`config.mk`:
```
export PLATFORM = sky130hd
export DESIGN_NAME = jtag_tap_flat
export DESIGN_NICKNAME = d
export VERILOG_FILES = /design/src/jtag_pkg.sv /design/src/jtag_link_if.sv /design/src/jtag_tap.sv /design/src/flat_wrapper.sv
export SDC_FILE = /design/constraint.sdc
export NUM_CORES = 2
export LEC_CHECK = 0
export BUFFER_PORTS_ARGS = -buffer_cell sky130_fd_sc_hd__buf_2
export CORE_AREA = 2 2 311 313
export CTS_CLUSTER_DIAMETER = 60
export DETAILED_ROUTE_END_ITERATION = 6
export DIE_AREA = 0 0 313 315
export PLACE_DENSITY = 0.63
export RECOVER_POWER = 50
export SYNTH_ARGS = -nofsm -noshare
export SYNTH_HDL_FRONTEND = slang
export SYNTH_SLANG_ARGS = --single-unit
```
`constraint.sdc`:
```
create_clock -name mclk_i -period 2.45 [get_ports mclk_i]
set_input_delay 0.49 -clock mclk_i [delete_from_list [all_inputs] [get_ports mclk_i]]
set_output_delay 0.49 -clock mclk_i [all_outputs]
set_load 0.02 [all_outputs]
```
`src/jtag_pkg.sv`:
```
// Shared constants for the test access port controller and its master.
// Assumes both ends run on one 125 MHz system clock with their own resets.
package jtag_pkg;

  // Scan register sizes
  localparam int IR_W = 4;
  localparam int ID_W = 32;
  localparam int BSR_LEN = 392;
  localparam int LEN_W = 9;

  // Instruction codes
  localparam logic [3:0] INS_EXTEST = 4'h0;
  localparam logic [3:0] INS_SAMPLE = 4'h1;
  localparam logic [3:0] INS_RESULT_SCAN = 4'h2;
  localparam logic [3:0] INS_CTRL_SCAN = 4'h3;
  localparam logic [3:0] INS_CLAMP = 4'h5;
  localparam logic [3:0] INS_HIGHZ = 4'h6;
  localparam logic [3:0] INS_IDCODE = 4'h7;
  localparam logic [3:0] INS_SELF_TEST = 4'h8;
  localparam logic [3:0] INS_BYPASS = 4'hF;
  // One bit per implemented code; the other seven are reserved
  localparam logic [15:0] INS_LEGAL_MASK = 16'h81EF;
  // Pattern loaded into the instruction shifter in Capture-IR
  localparam logic [3:0] IR_CAPTURE = 4'h1;

  // Identification word layout
  localparam int ID_REV_LSB = 28;
  localparam int ID_PART_LSB = 12;
  localparam int ID_MFR_LSB = 1;
  localparam logic ID_MARKER = 1'h1;

  // Test clock timing
  localparam int CLK_PERIOD_NS = 8;
  localparam int TCK_MAX_MHZ = 10;
  localparam int TCK_MIN_PERIOD_NS = 1000 / TCK_MAX_MHZ;
  localparam int TCK_HALF_CYC = (TCK_MIN_PERIOD_NS / 2 + CLK_PERIOD_NS - 1) / CLK_PERIOD_NS;
  localparam logic [3:0] TCK_HALF_LAST = 4'(TCK_HALF_CYC - 1);

  // Master command kinds
  localparam logic [1:0] CMD_RESET = 2'h0;
  localparam logic [1:0] CMD_IR = 2'h1;
  localparam logic [1:0] CMD_DR = 2'h2;

  // TMS sequences, sent LSB first
  localparam int RESET_HIGH_EDGES = 5;
  localparam logic [5:0] HEAD_RESET = 6'h1F;
  localparam logic [LEN_W-1:0] HEAD_RESET_LEN = 9'h006;
  localparam logic [5:0] HEAD_IR = 6'h03;
  localparam logic [LEN_W-1:0] HEAD_IR_LEN = 9'h004;
  localparam logic [5:0] HEAD_DR = 6'h01;
  localparam logic [LEN_W-1:0] HEAD_DR_LEN = 9'h003;
  localparam logic [1:0] TAIL_PAT = 2'h1;
  localparam logic [LEN_W-1:0] TAIL_LEN = 9'h002;
  localparam logic [LEN_W-1:0] BSR_LEN_V = 9'(BSR_LEN);

  // Controller states, one-hot
  typedef enum logic [15:0] {
    TAP_RESET = 16'h0001,
    TAP_IDLE = 16'h0002,
    TAP_SEL_DR = 16'h0004,
    TAP_CAP_DR = 16'h0008,
    TAP_SH_DR = 16'h0010,
    TAP_EX1_DR = 16'h0020,
    TAP_PA_DR = 16'h0040,
    TAP_EX2_DR = 16'h0080,
    TAP_UP_DR = 16'h0100,
    TAP_SEL_IR = 16'h0200,
    TAP_CAP_IR = 16'h0400,
    TAP_SH_IR = 16'h0800,
    TAP_EX1_IR = 16'h1000,
    TAP_PA_IR = 16'h2000,
    TAP_EX2_IR = 16'h4000,
    TAP_UP_IR = 16'h8000
  } tap_state_t;

  // Master sequencer states, one-hot
  typedef enum logic [3:0] {
    M_IDLE = 4'h1,
    M_HEAD = 4'h2,
    M_SHIFT = 4'h4,
    M_TAIL = 4'h8
  } mst_state_t;

endpackage

```
`src/jtag_link_if.sv`:
```
// Four-wire test port link between the master and the controller.
// Assumes the master and the controller resolve pulled-up pins from the enables carried here.
`timescale 1ns/10ps
interface jtag_link_if;
  logic tck;
  logic tms;
  logic tms_oe;
  logic tdi;
  logic tdi_oe;
  logic tdo;
  logic tdo_oe;

  modport master (
    output tck,
    output tms,
    output tms_oe,
    output tdi,
    output tdi_oe,
    input tdo,
    input tdo_oe
  );

  modport device (
    input tck,
    input tms,
    input tms_oe,
    input tdi,
    input tdi_oe,
    output tdo,
    output tdo_oe
  );
endinterface

```
`src/jtag_tap.sv`:
```
// Test access port controller: state machine, instruction register,
// bypass, identification and boundary scan registers.
// Assumes TCK, TMS and TDI arrive asynchronously and TCK is far slower
// than mclk_i; TCK edges are found by oversampling.
`timescale 1ns/10ps
// Functional notes
// [RL1] Sample on TCK rise, drive on fall
// [RL2] Undriven TMS reads high
// [RL3] TDI enters selected register MSB
// [RL4] TDO is LSB, enabled only while shifting
// [RL5] Five TMS-high edges reset, memory unaffected
// [RL6] Reset starts controller with TDO released
// [RL7] Instruction selects exactly one data register
// [RL8] Four-bit IR, IDCODE after any reset
// [RL9] Capture-IR loads 01 into low bits
// [RL10] One-bit bypass cleared on capture
// [RL11] Boundary register captures pins, then shifts
// [RL12] IDCODE loads fixed 32-bit word
// [RL13] Reserved codes unused; no internal test
// [RL14] New instruction applies at Update-IR
// [RL15] All-zero code drives boundary onto pins
// [RL16] High-Z code bypasses and floats outputs
// [RL17] Sample/preload snapshots pins, updates later
// [RL18] Master keeps TCK at 10 MHz maximum
// [RL19] Self-test run via port, own clock
// [RL20] Codes 0000 extest, 1111 bypass, 0111 id
// [RL21] Codes 0110 highz, 0101 clamp, 0001 sample
// [RL22] ID word: revision, part, maker, one
// [RL23] Standard sixteen-state TMS-driven state machine
module jtag_tap
  import jtag_pkg::*;
#(
  parameter logic [3:0] ID_REV = 4'h2, // Arbitrary value
  parameter logic [15:0] ID_PART = 16'h5A5A, // Arbitrary value
  parameter logic [10:0] ID_MFR = 11'h0A5 // Arbitrary value
) (
  input wire logic mclk_i,
  input wire logic reset_n_i,
  input wire logic en_i,
  jtag_link_if.device link,
  input wire logic [BSR_LEN-1:0] pins_i,
  output logic [BSR_LEN-1:0] bsr_out_o,
  output logic bsr_drive_o,
  output logic highz_o,
  output logic self_test_run_o,
  output logic [IR_W-1:0] instr_o
);

  tap_state_t state_q;
  tap_state_t state_d;
  logic tck_s1_q;
  logic tck_s2_q;
  logic tck_s3_q;
  logic tms_s1_q;
  logic tms_s2_q;
  logic tdi_s1_q;
  logic tdi_s2_q;
  logic [IR_W-1:0] ir_sh_q;
  logic [IR_W-1:0] ir_q;
  logic byp_q;
  logic [ID_W-1:0] id_sh_q;
  logic [BSR_LEN-1:0] bsr_sh_q;
  logic [BSR_LEN-1:0] bsr_upd_q;
  logic tdo_q;
  logic tdo_oe_q;

  // Pull-ups on TMS and TDI: a released line reads high
  wire tms_level = link.tms_oe ? link.tms : 1'b1; // RL2
  wire tdi_level = link.tdi_oe ? link.tdi : 1'b1;

  // Three samples of TCK: the first two only synchronise, edges use the later pair
  always_ff @(posedge mclk_i or negedge reset_n_i) begin
    if (!reset_n_i) begin
      tck_s1_q <= 1'b0;
      tck_s2_q <= 1'b0;
      tck_s3_q <= 1'b0;
      tms_s1_q <= 1'b1;
      tms_s2_q <= 1'b1;
      tdi_s1_q <= 1'b1;
      tdi_s2_q <= 1'b1;
    end else if (en_i) begin
      tck_s1_q <= link.tck;
      tck_s2_q <= tck_s1_q;
      tck_s3_q <= tck_s2_q;
      tms_s1_q <= tms_level;
      tms_s2_q <= tms_s1_q;
      tdi_s1_q <= tdi_level;
      tdi_s2_q <= tdi_s1_q;
    end
  end

  // TMS and TDI ride the same synchroniser depth as TCK, so they line up with the edge
  wire tck_rise = en_i & tck_s2_q & ~tck_s3_q; // RL1
  wire tck_fall = en_i & ~tck_s2_q & tck_s3_q; // RL1
  wire tms = tms_s2_q;
  wire tdi = tdi_s2_q;

  // State decode
  wire in_reset = (state_q == TAP_RESET);
  wire in_cap_ir = (state_q == TAP_CAP_IR);
  wire in_sh_ir = (state_q == TAP_SH_IR);
  wire in_up_ir = (state_q == TAP_UP_IR);
  wire in_cap_dr = (state_q == TAP_CAP_DR);
  wire in_sh_dr = (state_q == TAP_SH_DR);
  wire in_up_dr = (state_q == TAP_UP_DR);

  // Instruction decode; reserved and self-test codes fall back to bypass
  wire is_extest = (ir_q == INS_EXTEST); // RL20
  wire is_sample = (ir_q == INS_SAMPLE); // RL21
  wire is_clamp = (ir_q == INS_CLAMP); // RL21
  wire is_highz = (ir_q == INS_HIGHZ); // RL21
  wire is_self_test = (ir_q == INS_SELF_TEST);
  wire sel_id = (ir_q == INS_IDCODE); // RL20
  wire sel_bsr = is_extest | is_sample; // RL7
  wire sel_byp = ~sel_id & ~sel_bsr; // RL7 RL13 RL16

  // Identification word, fixed in logic
  wire [ID_W-1:0] id_word = {ID_REV, ID_PART, ID_MFR, ID_MARKER}; // RL22

  // Bit presented to TDO: the LSB of whichever path is selected
  wire dr_lsb = sel_id ? id_sh_q[0] : (sel_bsr ? bsr_sh_q[0] : byp_q);
  wire tdo_bit = in_sh_ir ? ir_sh_q[0] : dr_lsb; // RL4

  // Pin-facing controls
  assign bsr_out_o = bsr_upd_q;
  assign bsr_drive_o = is_extest | is_clamp; // RL15
  assign highz_o = is_highz; // RL16
  // The memory swaps to the self-test clock while this is high
  assign self_test_run_o = is_self_test & (state_q == TAP_IDLE); // RL19
  assign instr_o = ir_q;
  assign link.tdo = tdo_q;
  assign link.tdo_oe = tdo_oe_q;

  // Next state from the sampled TMS
  always_comb begin
    unique case (state_q)
      TAP_RESET: state_d = tms ? TAP_RESET : TAP_IDLE; // RL23
      TAP_IDLE: state_d = tms ? TAP_SEL_DR : TAP_IDLE;
      TAP_SEL_DR: state_d = tms ? TAP_SEL_IR : TAP_CAP_DR;
      TAP_CAP_DR: state_d = tms ? TAP_EX1_DR : TAP_SH_DR;
      TAP_SH_DR: state_d = tms ? TAP_EX1_DR : TAP_SH_DR;
      TAP_EX1_DR: state_d = tms ? TAP_UP_DR : TAP_PA_DR;
      TAP_PA_DR: state_d = tms ? TAP_EX2_DR : TAP_PA_DR;
      TAP_EX2_DR: state_d = tms ? TAP_UP_DR : TAP_SH_DR;
      TAP_UP_DR: state_d = tms ? TAP_SEL_DR : TAP_IDLE;
      TAP_SEL_IR: state_d = tms ? TAP_RESET : TAP_CAP_IR; // RL5
      TAP_CAP_IR: state_d = tms ? TAP_EX1_IR : TAP_SH_IR;
      TAP_SH_IR: state_d = tms ? TAP_EX1_IR : TAP_SH_IR;
      TAP_EX1_IR: state_d = tms ? TAP_UP_IR : TAP_PA_IR;
      TAP_PA_IR: state_d = tms ? TAP_EX2_IR : TAP_PA_IR;
      TAP_EX2_IR: state_d = tms ? TAP_UP_IR : TAP_SH_IR;
      TAP_UP_IR: state_d = tms ? TAP_SEL_DR : TAP_IDLE;
      default: state_d = TAP_RESET;
    endcase
  end

  // State register; system reset stands in for the power-up reset
  always_ff @(posedge mclk_i or negedge reset_n_i) begin
    if (!reset_n_i) begin
      state_q <= TAP_RESET; // RL6
    end else if (tck_rise) begin
      state_q <= state_d; // RL23
    end
  end

  // Instruction shifter: capture pattern, then shift from the MSB end
  always_ff @(posedge mclk_i or negedge reset_n_i) begin
    if (!reset_n_i) begin
      ir_sh_q <= IR_CAPTURE;
    end else if (tck_rise) begin
      if (in_cap_ir) begin
        ir_sh_q <= IR_CAPTURE; // RL9
      end else if (in_sh_ir) begin
        ir_sh_q <= {tdi, ir_sh_q[IR_W-1:1]}; // RL3
      end
    end
  end

  // Active instruction changes only in Update-IR, or returns to IDCODE in reset
  always_ff @(posedge mclk_i or negedge reset_n_i) begin
    if (!reset_n_i) begin
      ir_q <= INS_IDCODE; // RL8
    end else if (tck_fall) begin
      if (in_reset) begin
        ir_q <= INS_IDCODE; // RL8
      end else if (in_up_ir) begin
        ir_q <= ir_sh_q; // RL14
      end
    end
  end

  // Bypass and identification paths
  always_ff @(posedge mclk_i or negedge reset_n_i) begin
    if (!reset_n_i) begin
      byp_q <= 1'b0;
      id_sh_q <= '0;
    end else if (tck_rise) begin
      if (in_cap_dr && sel_byp) begin
        byp_q <= 1'b0; // RL10
      end else if (in_sh_dr && sel_byp) begin
        byp_q <= tdi; // RL10
      end
      if (in_cap_dr && sel_id) begin
        id_sh_q <= id_word; // RL12
      end else if (in_sh_dr && sel_id) begin
        id_sh_q <= {tdi, id_sh_q[ID_W-1:1]}; // RL3 RL12
      end
    end
  end

  // Boundary shifter; a capture may catch a pin mid-transition, callers hold pins steady
  always_ff @(posedge mclk_i or negedge reset_n_i) begin
    if (!reset_n_i) begin
      bsr_sh_q <= '0;
    end else if (tck_rise && sel_bsr) begin
      if (in_cap_dr) begin
        bsr_sh_q <= pins_i; // RL11 RL17
      end else if (in_sh_dr) begin
        bsr_sh_q <= {tdi, bsr_sh_q[BSR_LEN-1:1]}; // RL3 RL11
      end
    end
  end

  // Boundary update stage holds the preload; TAP reset leaves it, so memory traffic is untouched
  always_ff @(posedge mclk_i or negedge reset_n_i) begin
    if (!reset_n_i) begin
      bsr_upd_q <= '0;
    end else if (tck_fall && in_up_dr && sel_bsr) begin
      bsr_upd_q <= bsr_sh_q; // RL17 RL5
    end
  end

  // TDO launched on the fall and enabled only in the shift states
  always_ff @(posedge mclk_i or negedge reset_n_i) begin
    if (!reset_n_i) begin
      tdo_q <= 1'b0;
      tdo_oe_q <= 1'b0; // RL6
    end else if (tck_fall) begin
      tdo_q <= tdo_bit; // RL1 RL4
      tdo_oe_q <= in_sh_ir | in_sh_dr; // RL4
    end
  end

endmodule
```
`src/flat_wrapper.sv`:
```
// flat-port wrapper written by rule: the top's interface ports become plain ports
module jtag_tap_flat import jtag_pkg::*;
#(
  parameter logic [3:0] ID_REV = 4'h2,                   
  parameter logic [15:0] ID_PART = 16'h5A5A,                   
  parameter logic [10:0] ID_MFR = 11'h0A5                   
)
  (mclk_i, reset_n_i, en_i, pins_i, bsr_out_o, bsr_drive_o, highz_o, self_test_run_o, instr_o, link_tck, link_tms, link_tms_oe, link_tdi, link_tdi_oe, link_tdo, link_tdo_oe);
  jtag_link_if link_i ();
  input wire logic mclk_i;
  input wire logic reset_n_i;
  input wire logic en_i;
  input wire logic [BSR_LEN-1:0] pins_i;
  output logic [BSR_LEN-1:0] bsr_out_o;
  output logic bsr_drive_o;
  output logic highz_o;
  output logic self_test_run_o;
  output logic [IR_W-1:0] instr_o;
  input wire logic [$bits(link_i.tck)-1:0] link_tck;
  input wire logic [$bits(link_i.tms)-1:0] link_tms;
  input wire logic [$bits(link_i.tms_oe)-1:0] link_tms_oe;
  input wire logic [$bits(link_i.tdi)-1:0] link_tdi;
  input wire logic [$bits(link_i.tdi_oe)-1:0] link_tdi_oe;
  output wire logic [$bits(link_i.tdo)-1:0] link_tdo;
  output wire logic [$bits(link_i.tdo_oe)-1:0] link_tdo_oe;
  assign link_i.tck = link_tck;
  assign link_i.tms = link_tms;
  assign link_i.tms_oe = link_tms_oe;
  assign link_i.tdi = link_tdi;
  assign link_i.tdi_oe = link_tdi_oe;
  assign link_tdo = link_i.tdo;
  assign link_tdo_oe = link_i.tdo_oe;
  jtag_tap #(.ID_REV(ID_REV), .ID_PART(ID_PART), .ID_MFR(ID_MFR)) u_core (.mclk_i(mclk_i), .reset_n_i(reset_n_i), .en_i(en_i), .link(link_i), .pins_i(pins_i), .bsr_out_o(bsr_out_o), .bsr_drive_o(bsr_drive_o), .highz_o(highz_o), .self_test_run_o(self_test_run_o), .instr_o(instr_o));
endmodule
```
# == After elaboration in Yosys (flattened, before gate mapping) ==
# Index checks and enable logic that the tools add are counted.
# classes
addsub,0
mul,0
n_div,0
order_cmp,0
n_eq_ne,21
shifts,0
muxes,28
n_bitwise,13
reduce_logical,21
# op_table
operator,count
$mux 392,2
$pmux 16 s12,1
$mux 32,2
$mux 16,2
$mux 9,2
$eq 16x1->1 const B,1
$eq 16x10->1 const B,1
$eq 16x11->1 const B,1
$eq 16x12->1 const B,1
$eq 16x13->1 const B,1
$eq 16x14->1 const B,1
$eq 16x15->1 const B,1
$eq 16x16->1 const B,1
$eq 16x2->1 const B,1
$eq 16x3->1 const B,1
$eq 16x4->1 const B,1
$eq 16x5->1 const B,1
$eq 16x6->1 const B,1
$eq 16x7->1 const B,1
$eq 16x8->1 const B,1
$eq 16x9->1 const B,1
$mux 4,4
$mux 15,1
$mux 13,1
19 further kinds,52
# totals
reg_bits,850
latchBits,0
ramBits,0
rom_bits,0
inputBits,400
out_inout_bits,401
wordCells,99
n_memories,0

# == Logic depth before layout (Yosys ltp) ==
# depth
ltp_word,7
depth_mapped,10
mapped_depth_nobuf,5

# == Worst setup path after synthesis ==
# Ideal clock, no wire load.
# synth_path
path_type,register to register
start,register u_core.state_q[5]
end,"register u_core.bsr_upd_q[0], in the netlist u_core.bsr_out_o[0]"
arrival_time_ps,2297
slack_ps,28
path_stages_with_launch,9
n_path_buf,4
path_cell_list,dfrtp_1 -> buf_6 -> nor4_4 -> nand4b_1 -> or4_1 -> buf_6 -> buf_12 -> buf_12 -> mux2_4
# synth_between
elab_chain_cells,3
# synth_rtl
element,line_no,text
"start, declared",jtag_tap.sv:49,tap_state_t state_q;
"start signal, assigned",jtag_tap.sv:162,state_q <= state_d;
$eq 16x9->1,jtag_tap.sv:105,wire in_up_dr = (state_q == TAP_UP_DR);
$logic_and 1x1->1 (2 in a row),jtag_tap.sv:228,end else if (tck_fall && in_up_dr && sel_bsr) begin
"end signal, assigned",jtag_tap.sv:229,bsr_upd_q <= bsr_sh_q;
"end, declared",jtag_tap.sv:63,logic [BSR_LEN-1:0] bsr_upd_q;
# No other way between the ends.
# A chain may end at the register's enable or synchronous reset.

# == Worst setup path after layout ==
# layout_path
start,register u_core.state_q[7]
end,register u_core.bsr_sh_q[89]
# layout_between
elab_chain_cells,3
word_cells_on_any_way,5
cone_classes,2 x eq/ne; 1 x mux; 2 x reduce/logical
# layout_rtl
element,line_no,text
$eq 16x5->1 or $eq 16x4->1 (tied branches),"jtag_tap.sv:104, jtag_tap.sv:103",
$reduce_bool 2->1 (no source line),n/a,
$reduce_and 2->1 (no source line),n/a,
"end signal, assigned",jtag_tap.sv:217,bsr_sh_q <= pins_i;
"end signal, assigned",jtag_tap.sv:219,"bsr_sh_q <= {tdi, bsr_sh_q[BSR_LEN-1:1]};"
"end, declared",jtag_tap.sv:62,logic [BSR_LEN-1:0] bsr_sh_q;
# Several ways; a longest one is shown, not always the timed one.

==> flow_summary.json <==
{
  "drv_cap": 0,
  "initial_core_util_pct": 38.9,
  "coreArea_um2": 95700,
  "cpMaxStageDelayCell": "a2111oi_4",
  "die_y_um": 315,
  "cp_max_fo": 7,
  "synth.area.top_cells": "dfrtp_1, mux2_4, nand2_1",
  "power_density_nw_per_um2": 598,
  "dp_hpwl_um": 79900,
  "crit_path_end_kind": "flip-flop",
  "crit_path_frequent_cell": "buf_12",
  "critPathKind": "reg -> reg",
  "cts_buffers": 95,
  "grt_pass1_wl_um": 173000,
  "setup_ws_ns": -0.212,
  "num_vias": 30100,
  "wirelength_um": 127000,
  "cp-start-kind": "flip-flop",
  "final_util_pct": 53.6,
  "syn_to_final_growth_pct": 37.8,
  "fin_nets": 4704,
  "clkTransAtPathRegs_ns": 0.06,
  "num_rows": 114,
  "path_cells": "nor4_4 > buf_4 > buf_6 > nand2_4 > a2111oi_4 > buf_6 > buf_12 > buf_12 > buf_12 > buf_16 > clkbuf_16 > nor2_2 > a31oi_1",
  "slowest_delay_ns": 0.43,
  "ys_ff_latch": 850,
  "grt_max_degree": 99,
  "vias_per_cell": 5.31,
  "synth_flop_cell": "dfrtp_1",
  "holdPathEnd": "u_core.tms_s1_q",
  "r2r_cells": 13,
  "run_status": "complete, but fails checks",
  "synth_top_area_share_pct": 56.5,
  "pre_cts_ws_ns": -0.123,
  "first_iter_violations": 2674,
  "drive_gt1_share_pct": 44.4,
  "io_pins": 801,
  "period_needed_ns": 2.66,
  "cpLargestDelayFamily": "buffers and inverters",
  "fin_crit_sh_pct": 109,
  "overflow": 0,
  "root_buffer": "clkbuf_16",
  "synthDistinctLibCells": 54,
  "yosysWarnings": 0,
  "hold_viol": 0,
  "synth_area_um2": 37200,
  "synth.avg_cell_area_um2": 11.2,
  "groute.usage.overall_pct": 22.6,
  "fp.dieW_um": 313,
  "r2r-start": "u_core.state_q[7]",
  "yosysTopAreaCell": "dfrtp_1",
  "hold_class": "in -> reg",
  "drc": 0,
  "synthCells": 3325,
  "cts_tree": "built",
  "violations": "setup timing",
  "gp_congestion": 0.913,
  "rsz0062_at_grt": "yes",
  "fmax_mhz": 376,
  "synth_fp_nets": 3725,
  "ys_seq_area_share_pct": 57.2,
  "p_leak_nw": 25.8,
  "finalMaxSlewViolations": 0,
  "yosys-top-cells-count": "nand2_1, dfrtp_1, nor2_1, a31oi_1, mux2_4",
  "peakVddDrop_v": 0.000568,
  "htreeDepth": 3,
  "die-area_um2": 98600,
  "async_flop_share_pct": 100,
  "cp.required_ns": 3.03,
  "antenna_found_initial": 11,
  "clockBufferDepth": 3,
  "drt-wirelength-per-cell_um": 22.4,
  "port_buffers": 800,
  "synth_edf_count": 0,
  "worstMarginPinSlew_ns": 1.50,
  "hold_start": "link_tms",
  "path_buf_inv": 8,
  "clock_latency_ns": 0.67,
  "first_global_vias": 28300,
  "crit_arrival_ns": 3.24,
  "hold_depth": 3,
  "maxSlewHeadroom_pct": 0.144,
  "rr_endpoint": "u_core.bsr_sh_q[89]",
  "firstDrtPassIters": 5,
  "synth.most_common_cell": "nand2_1",
  "ant_nets": 0,
  "report.final.setup_viol": 614,
  "finalClockSkew_ns": 0.0249,
  "regToRegSetupSlack_ns": -0.21,
  "cts.sinks": 850
}
flip-flops by register name, indices dropped and copies added, names as in the netlist:
signal              cells
u_core.bsr_sh_q       392
u_core.bsr_out_o      392
u_core.tck_s3_q         1
u_core.tck_s2_q         1
u_core.state_q         16
u_core.tdi_s1_q         1
u_core.instr_o          4
u_core.tdi              1
u_core.tck_s1_q         1
u_core.link.tdo         1
u_core.tms_s1_q         1
u_core.tms              1
u_core.id_sh_q         32
u_core.link.tdo_oe      1
u_core.byp_q            1
u_core.ir_sh_q          4
worst reg2reg max path, delay by kind of cell (launching register included):
family / cells / cell delay [ns]
AO/OA/AOI/OAI: 2 / 0.63
buffers and inverters: 8 / 1.12
flip-flops: 1 / 0.41
AND/OR/NAND/NOR: 3 / 0.42
through the flow:
stage                     TNS [ns]  total power [mW]  cell area, µm²  std cells  hold slack [ns]
after floorplan                  0              15.3           37200       3325            0.194
after global placement       -3.65              16.3           43200       5319            0.460
after detailed placement    -13.31              16.4           43200       5319            0.470
after CTS                   -13.97              30.8           47500       5547        0.0000525
after global routing       -114.80              31.7           51300       5661          0.00159
final                       -43.97              30.7           51300       5665           0.0412
routing by layer:
metal  share of wire, %  routed length, µm  vias to the layer above  track usage [%]
met4                4.3               5410                       10             8.68
met5              0.043                 54                        -                0
met2                 48              61000                     1249             36.8
met3                6.8               8640                      315             5.05
met1                 41              51600                    15200             29.5
li1                   -                  -                    13300                -
cells by family after synthesis:
family / share of synthesized area [%]
and+or+nand+nor: 14.1
DFF: 57.2
AOI/OAI and AO/OA: 7.97
muxes: 16.0
buffers and inverters: 4.62
xor gates and xnor gates: 0.141
report_power, final:
| part | leakage [nW] | internal (mW) | total, mW | switching (mW) |
|---|---|---|---|---|
| Sequential | 11.8 | 14.2 | 14.4 | 0.217 |
| Clock | 1.56 | 8.45 | 14.4 | 5.99 |
| Combinational | 12.4 | 0.705 | 1.77 | 1.06 |
| Total | 25.8 | 23.4 | 30.7 | 7.27 |
worst max-delay path by stage:
| stage | startpoint | end | cells after the start |
|---|---|---|---|
| 2_1_floorplan | u_core.state_q[5] | u_core.bsr_out_o[0] | 8 |
| 3_3_place_gp | u_core.state_q[4] | u_core.bsr_sh_q[338] | 8 |
| 3_5_place_dp | u_core.state_q[4] | u_core.bsr_sh_q[340] | 8 |
| 4_1_cts | u_core.state_q[15] | self_test_run_o | 7 |
| 5_1_grt | u_core.state_q[7] | u_core.bsr_sh_q[93] | 13 |
| 6_report | u_core.state_q[7] | u_core.bsr_sh_q[89] | 13 |
area by class of cell:
cell class / instances / area, µm²
Fill cell: 8097 / 44400
Sequential cell: 850 / 21300
Multi-Input combinational cell: 2222 / 15800
Timing Repair Buffer: 1125 / 9430
Clock buffer: 140 / 2830
Tap cell: 1276 / 1600
Clock inverter: 34 / 334
Inverter: 10 / 37.5
Antenna cell: 8 / 20.0
repair_timing:
item	CTS	global route
cloned	20	80
pin swaps	7	5
gates resized for setup	49	467
endpoints found under the hold margin	18	0
buffers inserted	31	42
setup endpoints to repair	356	576
hold buffers	3	0
placed cells by master (no fill, tap or decap), types with 10 or more instances in the layout:
cell type  synthesis  final
nand2_1          860    857
dfrtp_1          841    841
buf_2            110    799
mux2_4           380    380
a31oi_1          395    370
nor2_1           420    193
clkbuf_16          0    167
nor2_2             0    118
nor2_4             0    109
buf_4              3     91
buf_12            33     64
o21ai_0           48     48
buf_16             0     38
clkbuf_1          86     26
buf_8              0     26
clkbuf_8           0     22
a31oi_4            0     17
mux2_2            17     17
clkinv_2           0     16
buf_6             11     15
inv_1             10     10
Note: power is estimated with default switching activity, not from simulation.
